## config.mk

```make
export PLATFORM = sky130hd
export DESIGN_NAME = dbgx_regs
export DESIGN_NICKNAME = d
export VERILOG_FILES = /design/src/include/dbgx_pkg.sv /design/src/dbgx_dir_cmp.sv /design/src/dbgx_regs.sv
export SDC_FILE = /design/constraint.sdc
export NUM_CORES = 1
export LEC_CHECK = 0
export BUFFER_PORTS_ARGS = -buffer_cell sky130_fd_sc_hd__buf_4
export CORE_ASPECT_RATIO = 0.75
export CORE_MARGIN = 3
export CORE_UTILIZATION = 57
export CTS_CLUSTER_SIZE = 40
export DETAILED_ROUTE_END_ITERATION = 10
export GPL_ROUTABILITY_DRIVEN = 0
export HOLD_SLACK_MARGIN = 0.12
export PLACE_DENSITY = 0.81
export SYNTH_ARGS = -nofsm -noshare
export SYNTH_HDL_FRONTEND = slang
export SYNTH_HIERARCHICAL = 1
export SYNTH_SLANG_ARGS = --single-unit
```

## constraint.sdc

```tcl
create_clock -name clk_sys -period 7.44 [get_ports clk_sys]
set_input_delay 0.372 -clock clk_sys [delete_from_list [all_inputs] [get_ports clk_sys]]
set_output_delay 0.372 -clock clk_sys [all_outputs]
set_load 0.01 [all_outputs]
```

## src/include/dbgx_pkg.sv

```systemverilog
package dbgx_pkg;

  // ----------------------------------------------------------------
  // Register bus
  // ----------------------------------------------------------------
  localparam int AXI_ADDR_W = 8;
  localparam int AXI_DATA_W = 32;
  localparam logic [AXI_ADDR_W-1:0] OFS_CONTROL = 8'h0c;
  localparam logic [AXI_ADDR_W-1:0] OFS_CMP_B_EXT = 8'h10;
  localparam logic [AXI_ADDR_W-1:0] OFS_CMP_C_EXT = 8'h14;
  localparam logic [AXI_ADDR_W-1:0] OFS_FIFO_EXT = 8'h18;
  localparam logic [AXI_ADDR_W-1:0] OFS_FIFO_HIGH = 8'h1c;
  localparam logic [AXI_ADDR_W-1:0] OFS_FIFO_LOW = 8'h20;
  localparam logic [AXI_ADDR_W-1:0] OFS_STATUS = 8'h24;
  localparam logic [1:0] RESP_OKAY = 2'h0;
  localparam logic [1:0] RESP_SLVERR = 2'h2;

  // ----------------------------------------------------------------
  // Field layout
  // ----------------------------------------------------------------
  localparam int CTRL_ENABLE_BIT = 7;
  localparam int CTRL_ARM_BIT = 6;
  localparam logic [7:0] CTRL_WRITE_MASK = 8'hf1;
  localparam int DIR_ENABLE_BIT = 7;
  localparam int DIR_VALUE_BIT = 6;
  localparam logic [7:0] DIR_EXT_WRITE_MASK = 8'hc0;
  localparam int FX_PAGED_BIT = 7;
  localparam int FX_ADDRESS_BIT_SIXTEEN_BIT = 0;
  localparam int STATUS_SECURE_BIT = 7;
  localparam logic [7:0] EXT_RESET_VALUE = 8'h00;

  // ----------------------------------------------------------------
  // Captured address layout
  // ----------------------------------------------------------------
  localparam int CORE_ADDR_W = 16;
  localparam int TRACE_ADDR_W = 17;
  localparam int PAGE_W = 3;
  localparam int PAGE_LOW_W = 14;
  localparam int FIFO_DEPTH_DEFAULT = 8;

endpackage

```

## src/dbgx_dir_cmp.sv

```systemverilog
`timescale 1ns/1ps

// Address comparator with read/write qualification
module dbgx_dir_cmp
  import dbgx_pkg::*;
#(
  parameter bit FULL_MODE_OVERRIDE = 1'b0
)
(
  input wire logic [CORE_ADDR_W-1:0] bus_addr,
  input wire logic bus_rnw,
  input wire logic bus_valid,
  input wire logic [CORE_ADDR_W-1:0] cmp_addr,
  input wire logic dir_enable,
  input wire logic dir_value,
  input wire logic full_mode,
  input wire logic comp_a_direction_enable,
  input wire logic comp_a_direction_value,
  output logic hit
);

  logic use_enable;
  logic use_value;
  logic dir_ok;

  always_comb
  begin
    use_enable = dir_enable;
    use_value = dir_value;
    // comparator A qualifies in full modes
    if (FULL_MODE_OVERRIDE && full_mode)
    begin
      use_enable = comp_a_direction_enable;
      use_value = comp_a_direction_value;
    end
    // value selects read or write
    dir_ok = !use_enable || (bus_rnw == use_value);
    // address and direction both needed
    hit = bus_valid && (bus_addr == cmp_addr) && dir_ok;
  end

endmodule

```

## src/dbgx_regs.sv

```systemverilog
`timescale 1ns/1ps

// Overview of operation
// Power-on or ordinary reset clears both comparator and FIFO extensions.
// After an end-of-run reset the extension contents are undefined.
// End-of-trace reset with enable set, begin select clear keeps contents.
// Comparator B bit 7 enables read/write qualification of matching.
// Comparator B bit 6 picks write (0) or read (1); unused when disabled.
// In full modes comparator A direction bits replace comparator B's.
// Comparator C bit 7 enables read/write qualification of matching.
// Comparator C bit 6 picks write (0) or read (1); unused when disabled.
// Reserved bits are read-only and always read zero.
// FIFO extension bit 7 shows whether the current word was paged.
// Unpaged words hold event data or a 17-bit address with bit 16 zero.
// Paged words hold page number on top, CPU address bits 13:0 below.
// FIFO extension bit 0 shows bit 16 of the captured address.
// The debug control register sits at offset 0xC.
// Software reads extension and high bytes before low; low pops FIFO.
// Module enable turns the block on; forced zero while secured.
// Match needs address equality and, if enabled, matching direction.
module dbgx_regs
  import dbgx_pkg::*;
#(
  parameter int FIFO_DEPTH = FIFO_DEPTH_DEFAULT
)
(
  input wire logic clk_sys,
  input wire logic rst,
  input wire logic reset_end_run,
  input wire logic begin_select,
  input wire logic device_secure,
  input wire logic full_mode,
  input wire logic comp_a_direction_enable,
  input wire logic comp_a_direction_value,
  input wire logic [CORE_ADDR_W-1:0] cmp_b_addr,
  input wire logic [CORE_ADDR_W-1:0] cmp_c_addr,
  input wire logic [CORE_ADDR_W-1:0] core_addr,
  input wire logic core_rnw,
  input wire logic core_valid,
  input wire logic capture_valid,
  input wire logic capture_page_sel,
  input wire logic [PAGE_W-1:0] capture_page,
  input wire logic [CORE_ADDR_W-1:0] capture_addr,
  input wire logic [AXI_ADDR_W-1:0] s_axi_awaddr,
  input wire logic s_axi_awvalid,
  output logic s_axi_awready,
  input wire logic [AXI_DATA_W-1:0] s_axi_wdata,
  input wire logic [3:0] s_axi_wstrb,
  input wire logic s_axi_wvalid,
  output logic s_axi_wready,
  output logic [1:0] s_axi_bresp,
  output logic s_axi_bvalid,
  input wire logic s_axi_bready,
  input wire logic [AXI_ADDR_W-1:0] s_axi_araddr,
  input wire logic s_axi_arvalid,
  output logic s_axi_arready,
  output logic [AXI_DATA_W-1:0] s_axi_rdata,
  output logic [1:0] s_axi_rresp,
  output logic s_axi_rvalid,
  input wire logic s_axi_rready,
  output logic module_enable,
  output logic match_b,
  output logic match_c
);

  localparam int PTR_W = (FIFO_DEPTH > 1) ? $clog2(FIFO_DEPTH) : 1;
  localparam int CNT_W = $clog2(FIFO_DEPTH + 1);
  localparam logic [CNT_W-1:0] CNT_FULL = CNT_W'(FIFO_DEPTH);
  localparam logic [PTR_W-1:0] PTR_LAST = PTR_W'(FIFO_DEPTH - 1);

  // ----------------------------------------------------------------
  // State
  // ----------------------------------------------------------------
  typedef struct packed {
    logic awready;
    logic wready;
    logic bvalid;
    logic [1:0] bresp;
    logic arready;
    logic rvalid;
    logic [AXI_DATA_W-1:0] rdata;
    logic [1:0] rresp;
    logic aw_got;
    logic [AXI_ADDR_W-1:0] aw_addr;
    logic w_got;
    logic [7:0] w_data;
    logic w_lane0;
    logic [7:0] control;
    logic [7:0] cmp_b_ext;
    logic [7:0] cmp_c_ext;
    logic [FIFO_DEPTH-1:0][TRACE_ADDR_W:0] fifo;
    logic [PTR_W-1:0] wr_ptr;
    logic [PTR_W-1:0] rd_ptr;
    logic [CNT_W-1:0] count;
    logic match_b;
    logic match_c;
  } dbgx_state_t;

  dbgx_state_t state_reg;
  dbgx_state_t state_next;

  logic hit_b;
  logic hit_c;
  logic retain;
  logic push;
  logic pop;
  logic [TRACE_ADDR_W:0] head;
  logic [TRACE_ADDR_W:0] new_word;
  logic [7:0] rbyte;
  logic rd_ok;

  // ----------------------------------------------------------------
  // Comparators
  // ----------------------------------------------------------------
  // comparator B qualification
  dbgx_dir_cmp #(
    .FULL_MODE_OVERRIDE(1'b1)
  ) u_cmp_b (
    .bus_addr(core_addr),
    .bus_rnw(core_rnw),
    .bus_valid(core_valid && state_reg.control[CTRL_ENABLE_BIT]),
    .cmp_addr(cmp_b_addr),
    .dir_enable(state_reg.cmp_b_ext[DIR_ENABLE_BIT]),
    .dir_value(state_reg.cmp_b_ext[DIR_VALUE_BIT]),
    .full_mode(full_mode),
    .comp_a_direction_enable(comp_a_direction_enable),
    .comp_a_direction_value(comp_a_direction_value),
    .hit(hit_b)
  );

  // comparator C qualification
  dbgx_dir_cmp #(
    .FULL_MODE_OVERRIDE(1'b0)
  ) u_cmp_c (
    .bus_addr(core_addr),
    .bus_rnw(core_rnw),
    .bus_valid(core_valid && state_reg.control[CTRL_ENABLE_BIT]),
    .cmp_addr(cmp_c_addr),
    .dir_enable(state_reg.cmp_c_ext[DIR_ENABLE_BIT]),
    .dir_value(state_reg.cmp_c_ext[DIR_VALUE_BIT]),
    .full_mode(full_mode),
    .comp_a_direction_enable(comp_a_direction_enable),
    .comp_a_direction_value(comp_a_direction_value),
    .hit(hit_c)
  );

  // ----------------------------------------------------------------
  // Next state
  // ----------------------------------------------------------------
  always_comb
  begin
    state_next = state_reg;
    retain = 1'b0;
    push = 1'b0;
    pop = 1'b0;
    rbyte = 8'h00;
    rd_ok = 1'b1;
    head = state_reg.fifo[state_reg.rd_ptr];
    // captured word layout
    if (capture_page_sel)
    begin
      new_word = {1'b1, capture_page, capture_addr[PAGE_LOW_W-1:0]};
    end
    else
    begin
      new_word = {1'b0, 1'b0, capture_addr};
    end
    if (rst)
    begin
      // end-of-trace retention
      retain = reset_end_run && state_reg.control[CTRL_ENABLE_BIT]
               && !begin_select;
      state_next = '0;
      // other end-of-run resets clear too
      if (retain)
      begin
        state_next.control = state_reg.control;
        state_next.cmp_b_ext = state_reg.cmp_b_ext;
        state_next.cmp_c_ext = state_reg.cmp_c_ext;
        state_next.fifo = state_reg.fifo;
        state_next.wr_ptr = state_reg.wr_ptr;
        state_next.rd_ptr = state_reg.rd_ptr;
        state_next.count = state_reg.count;
      end
      else
      begin
        // clear on ordinary reset
        state_next.cmp_b_ext = EXT_RESET_VALUE;
        state_next.cmp_c_ext = EXT_RESET_VALUE;
      end
    end
    else
    begin
      state_next.match_b = hit_b;
      state_next.match_c = hit_c;

      // Write channels, taken in either order
      if (s_axi_awvalid && state_reg.awready)
      begin
        state_next.aw_got = 1'b1;
        state_next.aw_addr = s_axi_awaddr;
      end
      if (s_axi_wvalid && state_reg.wready)
      begin
        state_next.w_got = 1'b1;
        state_next.w_data = s_axi_wdata[7:0];
        state_next.w_lane0 = s_axi_wstrb[0];
      end
      if (state_reg.bvalid && s_axi_bready)
      begin
        state_next.bvalid = 1'b0;
      end
      if (state_reg.aw_got && state_reg.w_got && !state_reg.bvalid)
      begin
        state_next.aw_got = 1'b0;
        state_next.w_got = 1'b0;
        state_next.bvalid = 1'b1;
        state_next.bresp = RESP_OKAY;
        // control register offset
        if (state_reg.aw_addr == OFS_CONTROL)
        begin
          if (state_reg.w_lane0)
          begin
            state_next.control = state_reg.w_data & CTRL_WRITE_MASK;
          end
        end
        else if (state_reg.aw_addr == OFS_CMP_B_EXT)
        begin
          // reserved bits not stored
          if (state_reg.w_lane0)
          begin
            state_next.cmp_b_ext = state_reg.w_data & DIR_EXT_WRITE_MASK;
          end
        end
        else if (state_reg.aw_addr == OFS_CMP_C_EXT)
        begin
          if (state_reg.w_lane0)
          begin
            state_next.cmp_c_ext = state_reg.w_data & DIR_EXT_WRITE_MASK;
          end
        end
        else if (state_reg.aw_addr == OFS_FIFO_EXT
                 || state_reg.aw_addr == OFS_FIFO_HIGH
                 || state_reg.aw_addr == OFS_FIFO_LOW
                 || state_reg.aw_addr == OFS_STATUS)
        begin
          state_next.bresp = RESP_OKAY;
        end
        else
        begin
          state_next.bresp = RESP_SLVERR;
        end
      end
      // secured device forces enable off
      if (device_secure)
      begin
        state_next.control[CTRL_ENABLE_BIT] = 1'b0;
      end

      // Read channel
      if (state_reg.rvalid && s_axi_rready)
      begin
        state_next.rvalid = 1'b0;
      end
      if (s_axi_arvalid && state_reg.arready)
      begin
        if (s_axi_araddr == OFS_CONTROL)
        begin
          rbyte = state_reg.control;
        end
        else if (s_axi_araddr == OFS_CMP_B_EXT)
        begin
          rbyte = state_reg.cmp_b_ext;
        end
        else if (s_axi_araddr == OFS_CMP_C_EXT)
        begin
          rbyte = state_reg.cmp_c_ext;
        end
        else if (s_axi_araddr == OFS_FIFO_EXT)
        begin
          // paged flag and R13 address bit sixteen
          if (state_reg.count != '0)
          begin
            rbyte[FX_PAGED_BIT] = head[TRACE_ADDR_W];
            rbyte[FX_ADDRESS_BIT_SIXTEEN_BIT] = head[TRACE_ADDR_W-1];
          end
        end
        else if (s_axi_araddr == OFS_FIFO_HIGH)
        begin
          if (state_reg.count != '0)
          begin
            rbyte = head[15:8];
          end
        end
        else if (s_axi_araddr == OFS_FIFO_LOW)
        begin
          // low byte read advances the FIFO
          if (state_reg.count != '0)
          begin
            rbyte = head[7:0];
            pop = 1'b1;
          end
        end
        else if (s_axi_araddr == OFS_STATUS)
        begin
          rbyte = 8'(state_reg.count);
          rbyte[STATUS_SECURE_BIT] = device_secure;
        end
        else
        begin
          rd_ok = 1'b0;
        end
        state_next.rvalid = 1'b1;
        state_next.rdata = {24'h000000, rbyte};
        state_next.rresp = rd_ok ? RESP_OKAY : RESP_SLVERR;
      end

      // Trace capture while enabled and armed
      push = capture_valid && state_reg.control[CTRL_ENABLE_BIT]
             && state_reg.control[CTRL_ARM_BIT]
             && (state_reg.count != CNT_FULL || pop);
      if (push)
      begin
        state_next.fifo[state_reg.wr_ptr] = new_word;
        state_next.wr_ptr = (state_reg.wr_ptr == PTR_LAST) ? '0
                            : state_reg.wr_ptr + 1'b1;
      end
      if (pop)
      begin
        state_next.rd_ptr = (state_reg.rd_ptr == PTR_LAST) ? '0
                            : state_reg.rd_ptr + 1'b1;
      end
      if (push && !pop)
      begin
        state_next.count = state_reg.count + 1'b1;
      end
      else if (pop && !push)
      begin
        state_next.count = state_reg.count - 1'b1;
      end
    end
    if (!rst)
    begin
      state_next.awready = !state_next.aw_got && !state_next.bvalid;
      state_next.wready = !state_next.w_got && !state_next.bvalid;
      state_next.arready = !state_next.rvalid;
    end
  end

  always_ff @(posedge clk_sys)
  begin
    state_reg <= state_next;
  end

  // ----------------------------------------------------------------
  // Outputs
  // ----------------------------------------------------------------
  assign s_axi_awready = state_reg.awready;
  assign s_axi_wready = state_reg.wready;
  assign s_axi_bvalid = state_reg.bvalid;
  assign s_axi_bresp = state_reg.bresp;
  assign s_axi_arready = state_reg.arready;
  assign s_axi_rvalid = state_reg.rvalid;
  assign s_axi_rdata = state_reg.rdata;
  assign s_axi_rresp = state_reg.rresp;
  assign module_enable = state_reg.control[CTRL_ENABLE_BIT];
  assign match_b = state_reg.match_b;
  assign match_c = state_reg.match_c;

endmodule

```

==> metrics.cfg <==
[placed_design]
dpl.cell_count=1342
dpl.hpwl_mm=17.8
placed_cell_area_um2=11600
place_ws_ns=3.41
numPortBuffers=123

[synth]
synthTopCellsByArea=edfxtp_1, nand2_1, mux4_2
yosysTopAreaCell=edfxtp_1
synth_common_cells=nand2_1, edfxtp_1, a21oi_1
syn_inst=1056
yosysMostFrequentCell=nand2_1
yosys_warnings=6
synth_edf_count=163
synth_seq_cells=196
synthFlopType=edfxtp_1
synth.top_cell.area_share_pct=45.2
ys_types=72
ys_seq_area_share_pct=51.3
syn-cell-area_um2=10800
syn_avg_cell_area_um2=10.3
synth-async-reset-ratio_pct=0

[cts]
cts_root_buf=clkbuf_16
clock_latency_ns=0.45
cts.sinks=196
clk_path_buf_depth=2
clk_pin_slew_worst_paths_ns=0.08
cts_tree=done
cts-buffers-inserted=17
cts_setup_buffers=0
ctsResizeCount=0
cts_max_level=4
hold_buffers=0

[timing]
clock_skew_ns=0.0120
setup_tns_ns=0
timing.hold.ws_ns=0.177
finalMaxSlewViolations=0
fin_crit_ns=3.78
hold_violations=0
period_share_pct=50.8
finalWorstSetupSlack_ns=3.66
worst_slew_pin_slew_ns=1.19
maxSlewHeadroom_pct=20.3
setup_viol=0
fmax_mhz=264
rsz0062_at_grt=no

[cells_and_area]
fillers=1455
syn_to_final_growth_pct=13.0
drive_gt1_share_pct=20.1
final_cells=1374
utilization_pct=66.0
antenna_cells=0
fin_area_um2=12200
largest_register_ffs=178
fin_nets=1257

[setup_path]
end_kind=flop
required_ns=7.50
cpPeakStageDelay_ns=1.03
critPathTopFamily=compound AO/OA/AOI/OAI gates
cp.buffers_inverters=1
cp_max_fo=93
cp-start-kind=flop
cp.arrival_ns=3.84
cp_cell_sequence=or4_4, nand4_2, a311o_2, a31oi_1, o21a_4, buf_4
cpMaxStageDelayCell=buf_4
setup.worst_path.class=reg2reg

[global_route]
grt_pass1_wl_mm=44.7
grtUsageTotal_pct=28.1
overflow=0
grt_pass1_vias=8281
antenna_found_initial=0
grt_max_degree=122

[drt]
vias=8479
drtPass1Iterations=6
route.detailed.drc=0
ant_nets=0
drt-vias-per-instance=6.17
wl_per_cell_um=20.8
drt_iter0_drc=1179
routed_wl_mm=28.6

[power]
pwr_density_cell_nw_per_um2=229
total_power_mw=2.81
peakVddDrop_mv=0.147
leakage_nw=4.55

[floorplan]
die_x_um=165
ios=180
die_y_um=125
num_rows=43
dieArea_um2=20700
start_util_pct=58.4
core_um2=18600

[run]
max-cap-violations=0

[outcome]
status=completed

[worst_hold_path]
hold_class=in2reg

-- final timing paths --
| check | startpoint | endpoint | slack [ns] | cells after the start |
|---|---|---|---|---|
| max reg2reg | state_reg[5]$_SDFFCE_PP0P_ | state_reg[94]$_SDFFCE_PP0P_ | 3.66 | 6 |
| max | state_reg[5]$_SDFFCE_PP0P_ | state_reg[94]$_SDFFCE_PP0P_ | 3.66 | 6 |
| min | s_axi_awaddr[7] | state_reg[197]$_SDFFE_PP0P_ | 0.18 | 3 |
| min reg2reg | state_reg[181]$_SDFFE_PP0P_ | state_reg[181]$_SDFFE_PP0P_ | 0.46 | 2 |
-- worst register-to-register path: cells and delay by family (launching register included) --
kind	cells	cell delay, ns
flip-flops	1	0.52
AO/OA/AOI/OAI	3	1.43
AND/OR/NAND/NOR	2	0.36
buffers and inverters	1	1.04
-- report_power, final --
group,internal (mW),leakage [nW],switching [mW],total [mW]
sequential,1.29,1.94,0.0569,1.35
combinational,0.179,2.30,0.252,0.432
clock,0.600,0.311,0.427,1.03
total,2.07,4.55,0.736,2.81
-- final cells by class --
cell class | count | area, um2 | share of cell area (%)
sequential | 196 | 5560 | 45.4
multi-input combinational | 764 | 4730 | 38.6
timing repair buffer | 130 | 980 | 8.00
clock buffer | 17 | 425 | 3.47
tap | 247 | 309 | 2.52
clock inverter | 15 | 228 | 1.86
inverter | 5 | 18.8 | 0.153
-- logic make-up after synthesis --
family | Yosys count | share of synthesized area (%)
buf+inv | 121 | 6.20
other cells | 1 | 0.0346
xor+xnor | 38 | 3.07
fa+ha+maj | 7 | 0.878
simple gates | 427 | 18.1
mux | 56 | 9.38
compound gates | 210 | 11.1
flops | 196 | 51.3
-- layer usage --
layer  global-route usage [%]  share of wire, %  vias to the layer above  routed length, um
li1                         -                 -                     3843                  -
met1                     40.0                40                     4106              11500
met2                     43.6                48                      486              13700
met3                     6.09                10                       44               2870
met4                     8.53               1.9                        0                532
met5                        0                 0                        -                  0
-- placed cells by master, fill, tap and decap left out, types with 5 or more instances in the layout --
master | Yosys | layout
nand3_1 | 13 | 13
o21ai_0 | 5 | 5
nor2b_1 | 13 | 13
bufinv_16 | 0 | 5
nand2_1 | 280 | 280
dfxtp_1 | 33 | 33
edfxtp_1 | 163 | 163
mux2i_1 | 16 | 16
a211oi_1 | 18 | 18
ha_1 | 6 | 6
nor4_1 | 6 | 6
mux4_2 | 36 | 36
xnor2_1 | 18 | 18
conb_1 | 1 | 26
buf_4 | 49 | 129
xor2_1 | 20 | 20
a21oi_1 | 153 | 153
nand4_1 | 7 | 7
inv_1 | 5 | 5
nor2_1 | 49 | 49
clkbuf_16 | 0 | 17
nor3_1 | 11 | 11
Power figures use the tool's default switching activity.
